### src/design/rca_pkg.sv
package rca_pkg;

    localparam int          ADDR_W        = 8;
    localparam int          DATA_W        = 32;

    localparam logic [7:0]  OFS_CTRL      = 8'h00;
    localparam logic [7:0]  OFS_DELAY     = 8'h04;
    localparam logic [7:0]  OFS_SERIAL    = 8'h08;
    localparam logic [7:0]  OFS_SRCH      = 8'h0C;
    localparam logic [7:0]  OFS_STATUS    = 8'h10;
    localparam logic [1:0]  TERM_PAGE     = 2'h1;

    localparam int          CTRL_SRC_LSB  = 0;
    localparam int          CTRL_PON      = 3;
    localparam int          CTRL_DIR_LSB  = 4;
    localparam int          CTRL_KEY_LSB  = 6;
    localparam logic [7:0]  CTRL_RST      = 8'h01;

    localparam logic [2:0]  SRC_KEYPAD    = 3'h0;
    localparam logic [2:0]  SRC_TERM1     = 3'h1;
    localparam logic [2:0]  SRC_TERM2     = 3'h2;
    localparam logic [2:0]  SRC_SERIAL    = 3'h3;
    localparam logic [2:0]  SRC_CARD      = 3'h5;

    localparam logic [1:0]  DIR_NO_FWD    = 2'h1;
    localparam logic [1:0]  DIR_NO_REV    = 2'h2;
    localparam logic [1:0]  KEY_LOC_REM   = 2'h2;

    localparam logic [7:0]  FN_FWD        = 8'h01;
    localparam logic [7:0]  FN_REV        = 8'h02;
    localparam logic [7:0]  FN_INCH_FWD   = 8'h04;
    localparam logic [7:0]  FN_INCH_REV   = 8'h05;
    localparam logic [7:0]  FN_PREMAG     = 8'h06;
    localparam logic [7:0]  FN_RUN_EN     = 8'h07;
    localparam logic [7:0]  FN_RST        = 8'h00;

    localparam int          DLY_W         = 14;
    localparam logic [13:0] DELAY_RST     = 14'h0064;
    localparam logic [13:0] DELAY_MAX     = 14'h2710;
    localparam int          DELAY_UNIT_NS = 10_000_000;
    localparam int          CLK_PERIOD_NS = 10;
    localparam int          TICK_CYCLES   = DELAY_UNIT_NS / CLK_PERIOD_NS;

    localparam logic [7:0]  STATION_RST   = 8'h01;
    localparam logic [7:0]  STATION_MAX   = 8'hFA;
    localparam logic [3:0]  BAUD_RST      = 4'h3;
    localparam logic [1:0]  FRAME_RST     = 2'h0;
    localparam int          SRCH_PON_BIT  = 4;

endpackage

### src/design/rca_arbiter.sv
`timescale 1ns/1ps
`default_nettype none
module rca_arbiter
    import rca_pkg::*;
#(
    parameter int N_TERM      = 11,
    parameter int TICK_CYC    = TICK_CYCLES
) (
    input  wire logic              clk_sys,             // System clock.
    input  wire logic              rst,                 // Sync reset.
    input  wire logic [ADDR_W-1:0] avs_address,         // Byte address.
    input  wire logic              avs_read,            // Read strobe.
    input  wire logic              avs_write,           // Write strobe.
    input  wire logic [DATA_W-1:0] avs_writedata,       // Write data.
    output logic      [DATA_W-1:0] avs_readdata,        // Read data.
    output logic                   avs_waitrequest,     // Stall.
    input  wire logic [N_TERM-1:0] term_pin,            // Terminal pins.
    input  wire logic              key_fwd_pin,         // Keypad forward.
    input  wire logic              key_rev_pin,         // Keypad reverse.
    input  wire logic              key_stop_pin,        // Keypad stop.
    input  wire logic              key_multi_pin,       // Function key.
    input  wire logic [2:0]        dig_run,             // Serial/bus/card run.
    input  wire logic [2:0]        dig_rev,             // Serial/bus/card dir.
    input  wire logic              trip_active,         // Core tripped.
    input  wire logic              trip_reset,          // Trip reset pulse.
    output logic                   run_cmd,             // Run request.
    output logic                   reverse_cmd,         // Reverse direction.
    output logic                   inch_fwd,            // Inch forward.
    output logic                   inch_rev,            // Inch reverse.
    output logic                   premag_cmd,          // Premagnetize.
    output logic                   speed_search_start,  // Search on start.
    output logic                   remote_ind,          // Remote shown.
    output logic      [2:0]        cmd_src_shown,       // Shown cmd source.
    output logic                   freq_src_keypad      // Freq src is keypad.
);

    localparam int TW = $clog2(TICK_CYC + 1);

    logic [7:0]        ctrl;
    logic [DLY_W-1:0]  dly_val;
    logic [7:0]        station;
    logic [3:0]        baud;
    logic [1:0]        frame;
    logic [7:0]        srch_cfg;
    logic [7:0]        term_fn [N_TERM];

    logic [N_TERM-1:0] term_s1;
    logic [N_TERM-1:0] term_s2;
    logic [3:0]        key_s1;
    logic [3:0]        key_s2;
    logic [3:0]        key_d;

    logic              remote;
    logic              kp_run;
    logic              kp_rev;
    logic              dig_hold;
    logic              pwr_lock;
    logic              trip_lock;
    logic              pon_start;
    logic              pu_arm;
    logic              pu_done;
    logic [TW-1:0]     tick_cnt;
    logic [DLY_W-1:0]  dly_cnt;

    // Register bus decode.
    wire              bus_req   = avs_read | avs_write;
    wire              bus_take  = bus_req & ~avs_waitrequest;
    wire              wr_take   = bus_take & avs_write;
    wire [3:0]        term_idx  = avs_address[5:2];
    wire              term_hit  = avs_address[7:6] == TERM_PAGE
                                  && int'(term_idx) < N_TERM;
    wire              wr_ctrl   = wr_take && avs_address == OFS_CTRL;
    wire              ctrl_ok   = wr_ctrl && avs_writedata[2:0] <= SRC_CARD;
    wire              wr_delay  = wr_take && avs_address == OFS_DELAY;
    wire              wr_serial = wr_take && avs_address == OFS_SERIAL;
    wire              wr_srch   = wr_take && avs_address == OFS_SRCH;
    wire              wr_term   = wr_take && term_hit;
    wire [DLY_W-1:0]  wr_dly    = avs_writedata[DLY_W-1:0];

    // Configuration fields.
    wire [2:0]        src       = ctrl[CTRL_SRC_LSB +: 3];
    wire              pon_en    = ctrl[CTRL_PON];
    wire [1:0]        dir_blk   = ctrl[CTRL_DIR_LSB +: 2];
    wire [1:0]        key_fn    = ctrl[CTRL_KEY_LSB +: 2];

    // Terminal function decode.
    logic [N_TERM-1:0] fx_bits;
    logic [N_TERM-1:0] rx_bits;
    logic [N_TERM-1:0] jf_bits;
    logic [N_TERM-1:0] jr_bits;
    logic [N_TERM-1:0] pm_bits;
    logic [N_TERM-1:0] en_bits;
    logic [N_TERM-1:0] en_asg;

    genvar gi;
    generate
        for (gi = 0; gi < N_TERM; gi++) begin : g_term
            assign fx_bits[gi] = term_s2[gi] && term_fn[gi] == FN_FWD;
            assign rx_bits[gi] = term_s2[gi] && term_fn[gi] == FN_REV;
            assign jf_bits[gi] = term_s2[gi] && term_fn[gi] == FN_INCH_FWD;
            assign jr_bits[gi] = term_s2[gi] && term_fn[gi] == FN_INCH_REV;
            assign pm_bits[gi] = term_s2[gi] && term_fn[gi] == FN_PREMAG;
            assign en_bits[gi] = term_s2[gi] && term_fn[gi] == FN_RUN_EN;
            assign en_asg[gi]  = term_fn[gi] == FN_RUN_EN;
        end
    endgenerate

    wire fx      = |fx_bits;
    wire rx      = |rx_bits;
    wire jf      = |jf_bits;
    wire jr      = |jr_bits;
    wire pm      = |pm_bits;
    wire run_any = fx | rx | jf | jr | pm;
    wire en_ok   = ~(|en_asg) | (|en_bits);

    // Keypad key edges, read from the second synchroniser stage.
    wire [3:0] key_edge  = key_s2 & ~key_d;
    wire       k_fwd     = key_edge[0];
    wire       k_rev     = key_edge[1];
    wire       k_stop    = key_edge[2];
    wire       k_multi   = key_edge[3];
    wire       lr_en     = key_fn == KEY_LOC_REM;
    wire       toggle    = lr_en & k_multi;
    wire       to_local  = toggle & remote;
    wire       to_remote = toggle & ~remote;
    wire       kp_active = ~remote | src == SRC_KEYPAD;

    // Source classes.
    wire       term_src  = src == SRC_TERM1 || src == SRC_TERM2;
    wire       dig_src   = src >= SRC_SERIAL && src <= SRC_CARD;
    wire [1:0] dig_idx   = 2'(src - SRC_SERIAL);
    wire       d_run     = dig_src & dig_run[dig_idx];
    wire       d_rev     = dig_rev[dig_idx];

    // Terminal command per mode.
    wire       t_req     = src == SRC_TERM2 ? fx
                                            : fx ^ rx;
    wire       t_rev     = rx;
    // The reset pulse itself locks, so a held input cannot slip through.
    wire       t_locked  = pwr_lock | trip_lock
                           | trip_reset;

    // Start delay runs on the request alone, never on direction.
    wire       tick      = tick_cnt == TW'(TICK_CYC - 1);
    wire       dly_act   = term_src & t_req;
    wire       dly_done  = dly_cnt >= dly_val;
    wire       dly_ok    = run_cmd | dly_done;

    // Command selection.
    logic cmd_req;
    logic cmd_rev;
    always_comb begin
        cmd_req = 1'b0;
        cmd_rev = 1'b0;
        if (!remote) begin
            cmd_req = kp_run & en_ok;
            cmd_rev = kp_rev;
        end else if (src == SRC_KEYPAD) begin
            cmd_req = kp_run;
            cmd_rev = kp_rev;
        end else if (term_src) begin
            cmd_req = t_req & ~t_locked & dly_ok;
            cmd_rev = t_rev;
        end else if (dig_src) begin
            cmd_req = d_run & ~dig_hold;
            cmd_rev = d_rev;
        end
    end

    wire blocked  = cmd_rev ? dir_blk == DIR_NO_REV
                            : dir_blk == DIR_NO_FWD;
    wire next_run = pu_done & ~trip_active & cmd_req
                    & ~blocked;
    wire inch_ok  = remote & term_src & ~t_locked & pu_done
                    & ~trip_active & ~run_cmd;
    wire next_jf  = inch_ok & jf & dir_blk != DIR_NO_FWD;
    wire next_jr  = inch_ok & jr & dir_blk != DIR_NO_REV;
    wire start    = next_run & ~run_cmd;
    wire next_ss  = start & pon_start & srch_cfg[SRCH_PON_BIT];

    // Read multiplexer.
    wire [DATA_W-1:0] status_word = {21'h0, cmd_src_shown, 1'b0,
                                     pon_start, dly_act & ~dly_done,
                                     trip_lock, pwr_lock, reverse_cmd,
                                     run_cmd, remote};
    logic [DATA_W-1:0] rd_mux;
    always_comb begin
        rd_mux = '0;
        if (term_hit)
            rd_mux = {24'h0, term_fn[term_idx]};
        else if (avs_address == OFS_CTRL)
            rd_mux = {24'h0, ctrl};
        else if (avs_address == OFS_DELAY)
            rd_mux = {18'h0, dly_val};
        else if (avs_address == OFS_SERIAL)
            rd_mux = {18'h0, frame, baud, station};
        else if (avs_address == OFS_SRCH)
            rd_mux = {24'h0, srch_cfg};
        else if (avs_address == OFS_STATUS)
            rd_mux = status_word;
    end

    // Bus slave: one wait cycle per access.
    always_ff @(posedge clk_sys) begin
        if (rst) begin
            avs_waitrequest <= 1'b1;
            avs_readdata    <= '0;
        end else begin
            avs_waitrequest <= ~(bus_req & avs_waitrequest);
            if (bus_req & avs_waitrequest)
                avs_readdata <= avs_read ? rd_mux : '0;
        end
    end

    // Configuration registers; an accepted control write also arms the power-up capture of pwr_lock and pon_start.
    always_ff @(posedge clk_sys) begin
        if (rst) begin
            ctrl     <= CTRL_RST;
            dly_val  <= DELAY_RST;
            station  <= STATION_RST;
            baud     <= BAUD_RST;
            frame    <= FRAME_RST;
            srch_cfg <= 8'h00;
        end else begin
            if (ctrl_ok)
                ctrl <= avs_writedata[7:0];
            if (wr_delay)
                dly_val <= wr_dly > DELAY_MAX ? DELAY_MAX : wr_dly;
            if (wr_serial) begin
                if (avs_writedata[7:0] <= STATION_MAX)
                    station <= avs_writedata[7:0];
                baud  <= avs_writedata[11:8];
                frame <= avs_writedata[13:12];
            end
            if (wr_srch)
                srch_cfg <= avs_writedata[7:0];
        end
    end

    generate
        for (gi = 0; gi < N_TERM; gi++) begin : g_fn
            always_ff @(posedge clk_sys) begin
                if (rst)
                    term_fn[gi] <= FN_RST;
                else if (wr_term && int'(term_idx) == gi)
                    term_fn[gi] <= avs_writedata[7:0];
            end
        end
    endgenerate

    // Pin synchronisers and key edge stage.
    always_ff @(posedge clk_sys) begin
        if (rst) begin
            term_s1 <= '0;
            term_s2 <= '0;
            key_s1  <= 4'h0;
            key_s2  <= 4'h0;
            key_d   <= 4'h0;
        end else begin
            term_s1 <= term_pin;
            term_s2 <= term_s1;
            key_s1  <= {key_multi_pin, key_stop_pin, key_rev_pin,
                        key_fwd_pin};
            key_s2  <= key_s1;
            key_d   <= key_s2;
        end
    end

    // Power-up capture waits for the first accepted control write, so the
    // terminal functions and the power-on setting are loaded when it looks.
    always_ff @(posedge clk_sys) begin
        if (rst) begin
            pu_arm    <= 1'b0;
            pu_done   <= 1'b0;
            pwr_lock  <= 1'b0;
            pon_start <= 1'b0;
        end else begin
            if (ctrl_ok)
                pu_arm <= 1'b1;
            if (!pu_done && pu_arm) begin
                pu_done   <= 1'b1;
                pwr_lock  <= ~pon_en & run_any;
                pon_start <= pon_en & term_src & t_req;
            end else begin
                if (!run_any)
                    pwr_lock <= 1'b0;
                if (start || !t_req || !term_src)
                    pon_start <= 1'b0;
            end
        end
    end

    // Local/remote state and keypad latch.
    always_ff @(posedge clk_sys) begin
        if (rst) begin
            remote <= 1'b1;
            kp_run <= 1'b0;
            kp_rev <= 1'b0;
        end else begin
            if (!lr_en)
                remote <= 1'b1;
            else if (toggle)
                remote <= ~remote;
            if (toggle || k_stop || trip_active)
                kp_run <= 1'b0;
            else if (kp_active && (k_fwd || k_rev)) begin
                kp_run <= 1'b1;
                kp_rev <= k_rev;
            end
        end
    end

    // Lockouts for digital sources and trip reset.
    always_ff @(posedge clk_sys) begin
        if (rst) begin
            dig_hold  <= 1'b0;
            trip_lock <= 1'b0;
        end else begin
            if (to_remote && dig_src)
                dig_hold <= 1'b1;
            else if (!d_run)
                dig_hold <= 1'b0;
            if (trip_reset && remote && run_any)
                trip_lock <= 1'b1;
            else if (!run_any)
                trip_lock <= 1'b0;
        end
    end

    // Start delay prescaler and counter.
    always_ff @(posedge clk_sys) begin
        if (rst) begin
            tick_cnt <= '0;
            dly_cnt  <= '0;
        end else if (!dly_act) begin
            tick_cnt <= '0;
            dly_cnt  <= '0;
        end else begin
            tick_cnt <= tick ? '0 : tick_cnt + TW'(1);
            if (tick && !dly_done)
                dly_cnt <= dly_cnt + DLY_W'(1);
        end
    end

    // Registered outputs.
    always_ff @(posedge clk_sys) begin
        if (rst) begin
            run_cmd            <= 1'b0;
            reverse_cmd        <= 1'b0;
            inch_fwd           <= 1'b0;
            inch_rev           <= 1'b0;
            premag_cmd         <= 1'b0;
            speed_search_start <= 1'b0;
            remote_ind         <= 1'b1;
            cmd_src_shown      <= CTRL_RST[2:0];
            freq_src_keypad    <= 1'b0;
        end else begin
            run_cmd            <= next_run;
            if (next_run)
                reverse_cmd <= cmd_rev;
            inch_fwd           <= next_jf & ~next_jr;
            inch_rev           <= next_jr & ~next_jf;
            premag_cmd         <= inch_ok & pm;
            speed_search_start <= next_ss;
            remote_ind         <= remote;
            cmd_src_shown      <= remote ? src : SRC_KEYPAD;
            freq_src_keypad    <= ~remote;
        end
    end

endmodule
`default_nettype wire

### config.mk
export PLATFORM = sky130hd
export DESIGN_NAME = rca_arbiter
export DESIGN_NICKNAME = d
export VERILOG_FILES = /design/src/design/rca_pkg.sv /design/src/design/rca_arbiter.sv
export SDC_FILE = /design/constraint.sdc
export NUM_CORES = 1
export LEC_CHECK = 0
export BUFFER_PORTS_ARGS = -buffer_cell sky130_fd_sc_hd__buf_2
export CAP_MARGIN = 20
export CORE_MARGIN = 1
export CORE_UTILIZATION = 60
export CTS_BUF_LIST = sky130_fd_sc_hd__clkbuf_4 sky130_fd_sc_hd__clkbuf_8
export CTS_CLUSTER_SIZE = 28
export DETAILED_ROUTE_END_ITERATION = 8
export GPL_TIMING_DRIVEN = 0
export HOLD_SLACK_MARGIN = 0.08
export PLACE_DENSITY = 0.79
export SYNTH_ARGS = -nofsm -noshare
export SYNTH_HDL_FRONTEND = slang
export SYNTH_SLANG_ARGS = --single-unit
### constraint.sdc
create_clock -name clk_sys -period 6.9 [get_ports clk_sys]
set_input_delay 1.38 -clock clk_sys [delete_from_list [all_inputs] [get_ports clk_sys]]
set_output_delay 1.38 -clock clk_sys [all_outputs]
set_load 0.02 [all_outputs]
==> flow_metrics.env, run 1 <==
export IMPL_status="finished, final reports clean"
export IMPL_holdPathEnd="key_s2[2]"
export IMPL_worstReg2RegEnd="tick_cnt[18]"
export IMPL_p_total_uw=3060
export IMPL_worst_r2r_cell_count=11
export IMPL_worst_clock_skew_ps=32.3
export IMPL_syn_inst=1199
export IMPL_ant_nets=0
export IMPL_h_tree_depth=2
export IMPL_slew_viol_final=0
export IMPL_first_pass_iters=7
export IMPL_cp_cell_sequence="clkbuf_1 -> and2_1 -> o21ai_0 -> nand3b_1 -> nand2b_1 -> or3_1 -> o21ai_0"
export IMPL_post_cts_resized=0
export IMPL_yosys_warnings=0
export IMPL_io_pins=111
export IMPL_grt_pass1_wl_um=54400
export IMPL_multi_input_area_mm2=0.00571
export IMPL_maxCapViolations=0
export IMPL_grt_met3_usage_pct=9.69
export IMPL_cts_buffers=40
export IMPL_start_util_pct=61.9
export IMPL_dp_hpwl_um=26800
export IMPL_top_usage_layer="met2"
export IMPL_whs_ps=434
export IMPL_setup_violations=0
export IMPL_postCtsSetupRepairBufs=0
export IMPL_antennaDiodeCount=0
export IMPL_r2r_slack_ps=3040
export IMPL_slew_headroom_pct=22.7
export IMPL_fmax_mhz=247
export IMPL_core_mm2=0.0190
export IMPL_critPathCaptureType="flip-flop"
export IMPL_setup_tns_ps=0
export IMPL_synth_top_area_share_pct=25.1
export IMPL_rows=50
export IMPL_wl_per_cell_um=22.4
export IMPL_setup_slack_ps=2850
export IMPL_crit_buf_inv=1
export IMPL_routed_wl_um=36300
export IMPL_synth_main_ff_cell="dfxtp_1"
export IMPL_startpoint_type="input port"
export IMPL_power_density_mw_per_mm2=230
export IMPL_dieArea_mm2=0.0201
export IMPL_yosysUniqueCellTypes=73
export IMPL_fill_cells=1488
export IMPL_pre_cts_ws_ps=2440
export IMPL_numPortBuffers=67
export IMPL_cts_buffer_depth=3
export IMPL_clk_pin_slew_ps=60
export IMPL_synth_area_leaders="dfxtp_1 (25%), edfxtp_1 (23%), and2_1 (4.9%)"
export IMPL_nets=1415
export IMPL_ir_drop_mv=0.221
export IMPL_first_iter_violations=1215
export IMPL_grt_total_usage_pct=36.7
export IMPL_seqCellArea_mm2=0.00559
export IMPL_cts_root_buf="clkbuf_8"
export IMPL_synth_seq_cells=235
export IMPL_critPathMaxFanout=10
export IMPL_r2r_start="term_fn[9][7]"
export IMPL_min_path_cells=1
export IMPL_drc=0
export IMPL_synth_area_leader_cell="dfxtp_1"
export IMPL_clock_latency_ps=560
export IMPL_slowest_stage="o21ai_0"
export IMPL_path_class="in2reg"
export IMPL_fp_dieW_um=142
export IMPL_netlist_area_mm2=0.0117
export IMPL_synth_seq_area_share_pct=47.6
export IMPL_rsz0062_at_grt="no"
export IMPL_first_global_vias=9370
export IMPL_path_common_cell="o21ai_0"
export IMPL_holdBufCountCts=0
export IMPL_overflow=0
export IMPL_path_delay_family="simple AND/OR/NAND/NOR gates"
export IMPL_use_met2_pct=53.5
export IMPL_p_leak_uw=0.00495
export IMPL_hold_path_class="reg2reg"
export IMPL_synth_edf_count=88
export IMPL_critical_path_arrival_ps=4200
export IMPL_clock_sinks=235
export IMPL_routed_via_count=10100
export IMPL_drive_above_1_share_pct=15.5
export IMPL_viasPerCell=6.22
export IMPL_die_h_um=142
export IMPL_gp_congestion=0.976
export IMPL_worst_pin_slew_ps=1160
export IMPL_fin_crit_sh_pct=58.7
export IMPL_finalHoldViolCount=0
export IMPL_cts_tree="yes"
export IMPL_syn_to_final_growth_pct=13.7
export IMPL_hold_path_startpoint="key_s1[2]"
export IMPL_period_needed_ps=4050
export IMPL_grt_max_degree=11
export IMPL_grt_antenna_before_repair=1
export IMPL_required_ps=7050
export IMPL_use_met1_pct=52.9
export IMPL_avgSynthCellArea_um2=9.78
export IMPL_async_flop_share_pct=0
export IMPL_crit_start="avs_address[3]"
export IMPL_critical_path_max_stage_delay_ps=910
==> Yosys cell counts, types with 4 or more instances <==
| cell type | number |
|---|---|
| dfxtp_1 | 147 |
| nor2_1 | 122 |
| and2_1 | 92 |
| edfxtp_1 | 88 |
| nand2_1 | 85 |
| nor2b_1 | 53 |
| a21oi_1 | 50 |
| nand3_1 | 45 |
| clkbuf_1 | 40 |
| inv_1 | 37 |
| nand4_1 | 32 |
| mux2i_1 | 26 |
| nor3_1 | 24 |
| o21ai_0 | 23 |
| ha_1 | 21 |
| a22oi_1 | 20 |
| buf_4 | 18 |
| mux4_2 | 17 |
| nor4b_1 | 16 |
| xnor2_1 | 15 |
| xor2_1 | 15 |
| nor3b_1 | 14 |
| nand2b_1 | 13 |
| nor4_1 | 13 |
| and3_1 | 12 |
| o211ai_1 | 12 |
| buf_2 | 11 |
| nand3b_1 | 11 |
| a211oi_1 | 10 |
| mux2_2 | 8 |
| nand4b_1 | 7 |
| o31ai_1 | 7 |
| or3_1 | 7 |
| o221a_2 | 6 |
| a2111oi_0 | 5 |
| a222oi_1 | 5 |
| buf_1 | 5 |
| or4_1 | 5 |
| a21o_1 | 4 |
| a31oi_1 | 4 |
| o22ai_1 | 4 |
==> metrics by stage <==
| step | instance area, um^2 | cells | utilization (%) |
|---|---|---|---|
| 2_1_floorplan | 11800 | 1216 | - |
| 3_3_place_gp | 12400 | 1543 | 65.7 |
| 3_5_place_dp | 12500 | 1545 | 65.7 |
| 4_1_cts | 13300 | 1619 | 70.4 |
| 5_1_grt | 13300 | 1619 | 70.4 |
| 6_report | 13300 | 1619 | 70.4 |
==> worst max-delay path by stage <==
stage,slack [ps],endpoint,depth (start not counted)
5_1_grt,2690,term_fn[8][1],7
3_5_place_dp,2440,term_fn[8][4],7
4_1_cts,2950,term_fn[8][1],7
2_1_floorplan,3150,term_fn[8][0],7
3_3_place_gp,2400,term_fn[1][4],7
6_report,2850,term_fn[8][1],7
==> where the power goes <==
part	switching [uW]	leakage [uW]	internal, uW	total [uW]
Sequential	28.3	0.00210	1470	1490
Combinational	138	0.00240	66.8	205
Clock	579	0.000454	784	1360
==> final cells by class <==
cell class / count / share of cell area [%]
Multi-Input combinational cell: 870 / 42.8
Buffer: 74 / 2.69
Clock buffer: 56 / 5.36
Tap cell: 260 / 2.44
Timing Repair Buffer: 69 / 2.61
Clock inverter: 18 / 1.20
Inverter: 37 / 1.04
Sequential cell: 235 / 41.9
==> registers in the layout (all words and copies together) (netlist names), 2 cells and up <==
signal and count:
cmd_src_shown 3, avs_readdata 14, baud 4, frame 2
dly_cnt 14, key_s2 4, station 8, term_s2 11
dly_val 14, term_fn 88, term_s1 11, srch_cfg 8
key_d 4, key_s1 4, ctrl 8, tick_cnt 20
==> worst reg2reg max path: stages, from the launching register on <==
cell and delay [ps]:
edfxtp_1 410, nor4b_1 960, nand4b_1 340, nand4_1 260
nor3_1 80, ha_1 320, nand2_1 50, mux2i_1 240
nand3_1 350, or2_1 340, clkbuf_1 240, nor2_1 180
==> cells by family (layout without fill, tap and decap cells) <==
group / Yosys count / in the layout / synth area share [%]
flip-flops: 235 / 235 / 47.6
AND/OR/NAND/NOR: 570 / 570 / 26.6
other: 1 / 18 / 0.0320
multiplexers: 51 / 51 / 6.25
AO/OA/AOI/OAI: 180 / 180 / 10.7
XOR/XNOR: 30 / 30 / 2.24
buffers and inverters: 111 / 254 / 4.25
adder cells (fa/ha/maj): 21 / 21 / 2.24
==> cell usage in the layout (no fill, tap or decap), types with 6 or more instances in the layout <==
| cell | count |
|---|---|
| conb_1 | 18 |
| nor4_1 | 13 |
| nor2b_1 | 53 |
| nand3b_1 | 11 |
| o21ai_0 | 23 |
| clkinv_1 | 8 |
| nand3_1 | 45 |
| nand4_1 | 32 |
| o221a_2 | 6 |
| mux2i_1 | 26 |
| clkbuf_1 | 40 |
| and2_1 | 92 |
| o211ai_1 | 12 |
| o31ai_1 | 7 |
| nor2_1 | 122 |
| or3_1 | 7 |
| nand2b_1 | 13 |
| mux4_2 | 17 |
| inv_1 | 37 |
| xnor2_1 | 15 |
| nor3b_1 | 14 |
| buf_2 | 79 |
| nor4b_1 | 16 |
| dfxtp_1 | 147 |
| a21oi_1 | 50 |
| xor2_1 | 15 |
| a22oi_1 | 20 |
| clkbuf_4 | 9 |
| clkbuf_8 | 47 |
| nand4b_1 | 7 |
| edfxtp_1 | 88 |
| a211oi_1 | 10 |
| and3_1 | 12 |
| nor3_1 | 24 |
| ha_1 | 21 |
| nand2_1 | 85 |
| mux2_2 | 8 |
| buf_4 | 19 |
==> per-layer routing <==
metal / wire, um / vias up
met4: 1040 / 0
met5: 0 / -
met1: 15700 / 4724
met3: 4570 / 93
met2: 15000 / 687
li1: - / 4574
No activity file was read; power rests on OpenSTA's default activity.
==> inputs of run 2 (changes only) <==
- ABC_AREA: default -> 1
- CORE_UTILIZATION: 60 -> 56
- PLACE_DENSITY: 0.79 -> 0.77
- clock period: 6.9 -> 3.46 ns (I/O delays scaled with it)
==> run 2 against run 1 <==
  * Sequential share of layout area fell by 0.90 points
  * Hold slack got worse by 85 ps
  * Combinational power rose by 100%
  * Power rose by 100%
  * Via count rose by 10%
  * Count of clock-buffer cells in the layout rose by 4
  * Core utilization fell by 4.1 points
  * Highest routed layer unchanged
==> flow_metrics.env, run 2 <==
export IMPL_synth_top_area_share_pct=24.7
export IMPL_start_util_pct=57.9
export IMPL_path_class="reg2reg"
export IMPL_crit_end="tick_cnt[16]"
export IMPL_synth_seq_area_share_pct=46.9
export IMPL_yosys_warnings=0
export IMPL_rows=52
export IMPL_synth_seq_cells=235
export IMPL_slew_viol_final=0
export IMPL_layout_commonest_cell="nor2_1"
export IMPL_setup_violations=0
export IMPL_netlist_area_mm2=0.0119
export IMPL_syn_to_final_growth_pct=14.5
export IMPL_core_mm2=0.0206
export IMPL_grt_total_usage_pct=31.5
export IMPL_power_density_mw_per_mm2=457
export IMPL_dp_hpwl_um=26100
export IMPL_critical_path_arrival_ps=3610
export IMPL_r2r_start="term_fn[4][6]"
export IMPL_drive_above_1_share_pct=14.6
export IMPL_fin_crit_sh_pct=90.9
export IMPL_r2r_slack_ps=310
export IMPL_syn_inst=1513
export IMPL_worstReg2RegEnd="tick_cnt[16]"
export IMPL_fill_cells=1809
export IMPL_finalHoldViolCount=0
export IMPL_synth_area_leaders="dfxtp_1 (25%), edfxtp_1 (22%), nor2_1 (8.6%)"
export IMPL_first_global_vias=10100
export IMPL_nets=1739
export IMPL_crit_start="term_fn[4][6]"
export IMPL_power_frac_comb_pct=6.7
export IMPL_worst_clock_skew_ps=14.6
export IMPL_synth_area_leader_cell="dfxtp_1"
export IMPL_power_internal_uw=4740
export IMPL_h_tree_depth=2
export IMPL_clk_pin_slew_ps=70
export IMPL_setup_slack_ps=313
export IMPL_cts_root_buf="clkbuf_8"
export IMPL_numPortBuffers=74
export IMPL_synth_main_ff_cell="dfxtp_1"
export IMPL_p_total_uw=6220
export IMPL_ant_nets=0
export IMPL_ir_drop_mv=0.277
export IMPL_seqPwrFrac_pct=47.7
export IMPL_period_needed_ps=3150
export IMPL_pre_cts_ws_ps=91.1
export IMPL_maxCapViolations=0
export IMPL_startpoint_type="flip-flop"
export IMPL_post_synth_top_count_cell="nor2_1"
export IMPL_routed_via_count=11100
export IMPL_fin_cells=1952
export IMPL_slew_headroom_pct=40.8
export IMPL_rsz0062_at_grt="no"
export IMPL_first_iter_violations=1190
export IMPL_antennaDiodeCount=0
export IMPL_switching_share_pct=23.8
export IMPL_yosysUniqueCellTypes=59
export IMPL_grt_antenna_before_repair=0
export IMPL_status="finished, final reports clean"
export IMPL_required_ps=3930
export IMPL_cts_tree="yes"
export IMPL_largest_reg_flops=88
export IMPL_p_leak_uw=0.00584
export IMPL_die_h_um=148
export IMPL_grt_max_degree=11
export IMPL_clock_latency_ps=550
export IMPL_overflow=0
export IMPL_synth_edf_count=88
export IMPL_worst_pin_slew_ps=881
export IMPL_viasPerCell=5.68
export IMPL_critPathCaptureType="flip-flop"
export IMPL_routed_wl_um=34400
export IMPL_hold_path_class="in2reg"
export IMPL_fmax_mhz=318
export IMPL_dieArea_mm2=0.0218
export IMPL_placedCellCount=1878
export IMPL_cts_buffers=40
export IMPL_reg_largest_list="term_fn x88, tick_cnt x20"
export IMPL_drc=0
export IMPL_fp_dieW_um=148
export IMPL_wl_per_cell_um=17.6
export IMPL_cts_buffer_depth=3
export IMPL_clock_power_share_pct=45.7
export IMPL_largest_register="term_fn"
export IMPL_holdBufCountCts=0
export IMPL_p_switching_uw=1480
export IMPL_setup_tns_ps=0
export IMPL_worst_r2r_cell_count=17
export IMPL_first_pass_iters=5
export IMPL_layout_common_cells="nor2_1 (272), nand2_1 (219), inv_1 (207)"
export IMPL_yosys_top_cells_count="nor2_1 (272), nand2_1 (219), inv_1 (207)"
export IMPL_critPathMaxFanout=10
export IMPL_avgSynthCellArea_um2=7.87
export IMPL_clock_sinks=235
export IMPL_io_pins=111
export IMPL_async_flop_share_pct=0
export IMPL_post_cts_resized=0
export IMPL_postCtsSetupRepairBufs=0
export IMPL_gp_congestion=1.00
export IMPL_grt_pass1_wl_um=52800
## run 2: changes by cell type after synthesis, moves of 19 or more
cell     before  now
nor2_1      122  272
a22oi_1      20    1
nand3_1      45   76
o21ai_0      23   63
nand2_1      85  219
nor2b_1      53    0
and2_1       92    2
mux2i_1      26    0
inv_1        37  207
a21oi_1      50   82
o22ai_1       4   33
## run 2: power groups by stage
stage | sequential, uW | clock, uW | combinational (uW)
after floorplan | 3010 | 0 | 252
after global placement | 3020 | 0 | 394
after detailed placement | 3020 | 0 | 400
after CTS | 2970 | 2870 | 402
after global routing | 2970 | 2990 | 445
final | 2970 | 2840 | 414
## run 2: area by class of cell
cell class / count / area, um^2 / share of cell area (%)
Buffer: 62 / 322 / 2.36
Clock buffer: 60 / 757 / 5.55
Inverter: 220 / 826 / 6.06
Tap cell: 270 / 338 / 2.48
Sequential cell: 235 / 5590 / 41.0
Timing Repair Buffer: 79 / 398 / 2.92
Clock inverter: 13 / 169 / 1.24
Multi-Input combinational cell: 1013 / 5230 / 38.4
## run 2: how the worst min path moves through the flow
stage                     cells past startpoint  slack (ps)        start    endpoint
after floorplan                               2         390    key_s1[0]   key_s2[0]
after global placement                        2         390    key_s1[0]   key_s2[0]
after detailed placement                      2         390    key_s1[3]   key_s2[3]
after CTS                                     3         330  term_pin[5]  term_s1[5]
after global routing                          3         360  key_rev_pin   key_s1[1]
final                                         3         350  term_pin[7]  term_s1[7]
## run 2: kinds of logic after synthesis
group,share of synthesized area (%)
fa+ha+maj,2.21
compound gates,13.2
xor+xnor,0.441
buf+inv,9.64
flops,46.9
other cells,0.0315
simple gates,27.5
## run 2: critical path, stage by stage (launching register included)
cell and delay (ps):
edfxtp_1 440, inv_1 80, nand2_1 50, nor2_1 370, nand2_1 90, nor2_1 120
nor2_1 50, nand2_1 130, nor4_1 60, ha_1 280, nor2_1 40, nor2_1 280
nand2_1 130, nor2_2 310, nand2_1 120, buf_2 210, o21bai_1 180, a21oi_1 130
## run 2: metal layers
metal	vias to the layer above	part of all wire, %	track usage, %
li1	5331	-	-
met1	5117	43	44.1
met2	555	44	49.2
met3	90	9.1	4.75
met4	0	3.4	12.3
met5	-	0	0
## run 2: through the flow
| stage | util [%] | instance area [um^2] | hold slack, ps |
|---|---|---|---|
| after global routing | 66.3 | 13600 | 357 |
| final | 66.3 | 13600 | 349 |
| after detailed placement | 61.8 | 12700 | 395 |
| after floorplan | - | 12000 | 388 |
| after CTS | 66.3 | 13600 | 335 |
| after global placement | 61.6 | 12700 | 390 |
==> inputs of run 3 (changes only) <==
- PLACE_DENSITY: 0.77 -> 0.79
==> run 3 against run 2 <==
  * Clock skew up 8.9 ps
  * Cell count down 0.20%
  * Count of clock-buffer cells in the layout down 1
  * Critical path depth unchanged
  * Register-to-register slack better by 80 ps
  * Non-clock buffer count unchanged
  * Hold slack better by 1.3 ps
  * Core utilization down 0.48 points
  * Die area unchanged
  * First-iteration DRC count down 3.6%
==> flow_metrics.env, run 3 (synthesis results as in run 2) <==
export IMPL_status="finished, final reports clean"
export IMPL_largest_reg_flops=88
export IMPL_critical_path_arrival_ps=3540
export IMPL_path_common_cell="nor2_1"
export IMPL_fin_cells=1948
export IMPL_slew_viol_final=0
export IMPL_hold_path_startpoint="key_rev_pin"
export IMPL_layout_commonest_cell="nor2_1"
export IMPL_syn_to_final_growth_pct=13.7
export IMPL_start_util_pct=57.9
export IMPL_first_pass_iters=8
export IMPL_rsz0062_at_grt="no"
export IMPL_fmax_mhz=326
export IMPL_r2r_start="term_fn[4][5]"
export IMPL_io_pins=111
export IMPL_ir_drop_mv=0.339
export IMPL_slowest_stage="edfxtp_1"
export IMPL_overflow=0
export IMPL_cts_buffers=39
export IMPL_switching_share_pct=24.2
export IMPL_slew_headroom_pct=39.5
export IMPL_min_path_cells=3
export IMPL_cts_buffer_depth=3
export IMPL_worst_pin_slew_ps=900
export IMPL_largest_register="term_fn"
export IMPL_rows=52
export IMPL_first_global_vias=10000
export IMPL_critical_path_max_stage_delay_ps=440
export IMPL_gp_congestion=1.00
export IMPL_h_tree_depth=2
export IMPL_grt_pass1_wl_um=51900
export IMPL_placedCellCount=1879
export IMPL_antennaDiodeCount=0
export IMPL_post_cts_resized=0
export IMPL_critPathCaptureType="flip-flop"
export IMPL_worst_r2r_cell_count=17
export IMPL_setup_violations=0
export IMPL_maxCapViolations=0
export IMPL_clk_pin_slew_ps=60
export IMPL_grt_met3_usage_pct=5.96
export IMPL_seqPwrFrac_pct=49.7
export IMPL_fin_crit_sh_pct=88.7
export IMPL_p_leak_uw=0.00579
export IMPL_cp_cell_sequence="inv_1 -> nand2_1 -> nor2_1 -> nand2_1 -> nor2_1 -> nor2_1 -> nand2_1 -> nor4_1 -> ha_1 -> nor2_1 -> nor2_1 -> nand2_1 -> nor2_2 -> inv_1 -> buf_2 -> a21oi_1 -> o21a_1"
export IMPL_power_frac_comb_pct=6.9
export IMPL_critPathMaxFanout=10
export IMPL_use_met1_pct=41.3
export IMPL_cts_tree="yes"
export IMPL_drc=0
export IMPL_routed_via_count=10900
export IMPL_postCtsSetupRepairBufs=0
export IMPL_fp_dieW_um=148
export IMPL_numPortBuffers=74
export IMPL_first_iter_violations=1147
export IMPL_top_usage_layer="met2"
export IMPL_p_switching_uw=1440
export IMPL_holdBufCountCts=0
export IMPL_layout_common_cells="nor2_1 (272), nand2_1 (219), inv_1 (207)"
export IMPL_clock_power_share_pct=43.3
export IMPL_worst_clock_skew_ps=23.5
export IMPL_reg_largest_list="term_fn x88, tick_cnt x20"
export IMPL_startpoint_type="flip-flop"
export IMPL_period_needed_ps=3070
export IMPL_setup_tns_ps=0
export IMPL_path_class="reg2reg"
export IMPL_fill_cells=1780
export IMPL_core_mm2=0.0206
export IMPL_viasPerCell=5.60
export IMPL_dieArea_mm2=0.0218
export IMPL_die_h_um=148
export IMPL_hold_path_class="in2reg"
export IMPL_grt_max_degree=11
export IMPL_power_density_mw_per_mm2=441
export IMPL_ant_nets=0
export IMPL_drive_above_1_share_pct=14.4
export IMPL_dp_hpwl_um=26200
export IMPL_routed_wl_um=34000
export IMPL_required_ps=3930
export IMPL_grt_antenna_before_repair=0
export IMPL_clock_latency_ps=540
export IMPL_clock_sinks=235
export IMPL_wl_per_cell_um=17.4
export IMPL_cts_root_buf="clkbuf_8"
export IMPL_power_internal_uw=4520
export IMPL_crit_start="term_fn[4][5]"
export IMPL_use_met2_pct=50.4
export IMPL_nets=1738
export IMPL_grt_total_usage_pct=30.9
export IMPL_finalHoldViolCount=0
## run 3: cell types whose count changed in the layout (fill, tap and decap cells not counted), sizes merged
cell | before | now
clkbuf | 87 | 86
inv | 221 | 220
bufinv | 4 | 2
## run 3: power by group through the flow
stage,Sequential (uW),Combinational (uW),Clock [uW]
floorplan,3010,252,0
global placement,3020,392,0
detailed placement,3020,400,0
CTS,2970,403,2610
global route,2970,444,2710
finish,2970,413,2590
## run 3: final timing paths
kind / to / slack [ps]
max reg2reg: dly_cnt[9] / 390
min reg2reg: key_s2[0] / 400
max: dly_cnt[9] / 390
min: key_s1[1] / 350
## run 3: critical path: cells and delay by family, from the launching register on
kind / cells / cell delay [ps]
and+or+nand+nor: 11 / 1590
buffers and inverters: 3 / 420
DFF: 1 / 440
adders and majority gates: 1 / 270
AOI/OAI and AO/OA: 2 / 300
## run 3: layer usage
| layer | part of all wire (%) | wire length (um) | vias up |
|---|---|---|---|
| met5 | 0 | 0 | - |
| met4 | 2.7 | 924 | 0 |
| met3 | 10 | 3510 | 77 |
| met2 | 46 | 15500 | 563 |
| met1 | 41 | 14100 | 4963 |
| li1 | - | - | 5306 |
## run 3: cell type report
class                      count  area, um^2  share of cell area, %
tap                          270         338                   2.50
buffer                        62         322                   2.38
timing repair buffer          79         400                   2.96
multi-input combinational   1013        5230                   38.7
clock inverter                10         100                  0.740
sequential                   235        5590                   41.3
inverter                     220         826                   6.10
clock buffer                  59         724                   5.35
## run 3: through the flow
stage	hold slack, ps	power [uW]	setup WS, ps	cell area (um^2)	util (%)
4_1_cts	341	5970	458	13500	65.8
3_5_place_dp	396	3420	195	12700	61.8
3_3_place_gp	389	3410	53.9	12700	61.6
2_1_floorplan	388	3260	855	12000	-
6_report	350	5970	390	13500	65.8
5_1_grt	361	6130	173	13500	65.8
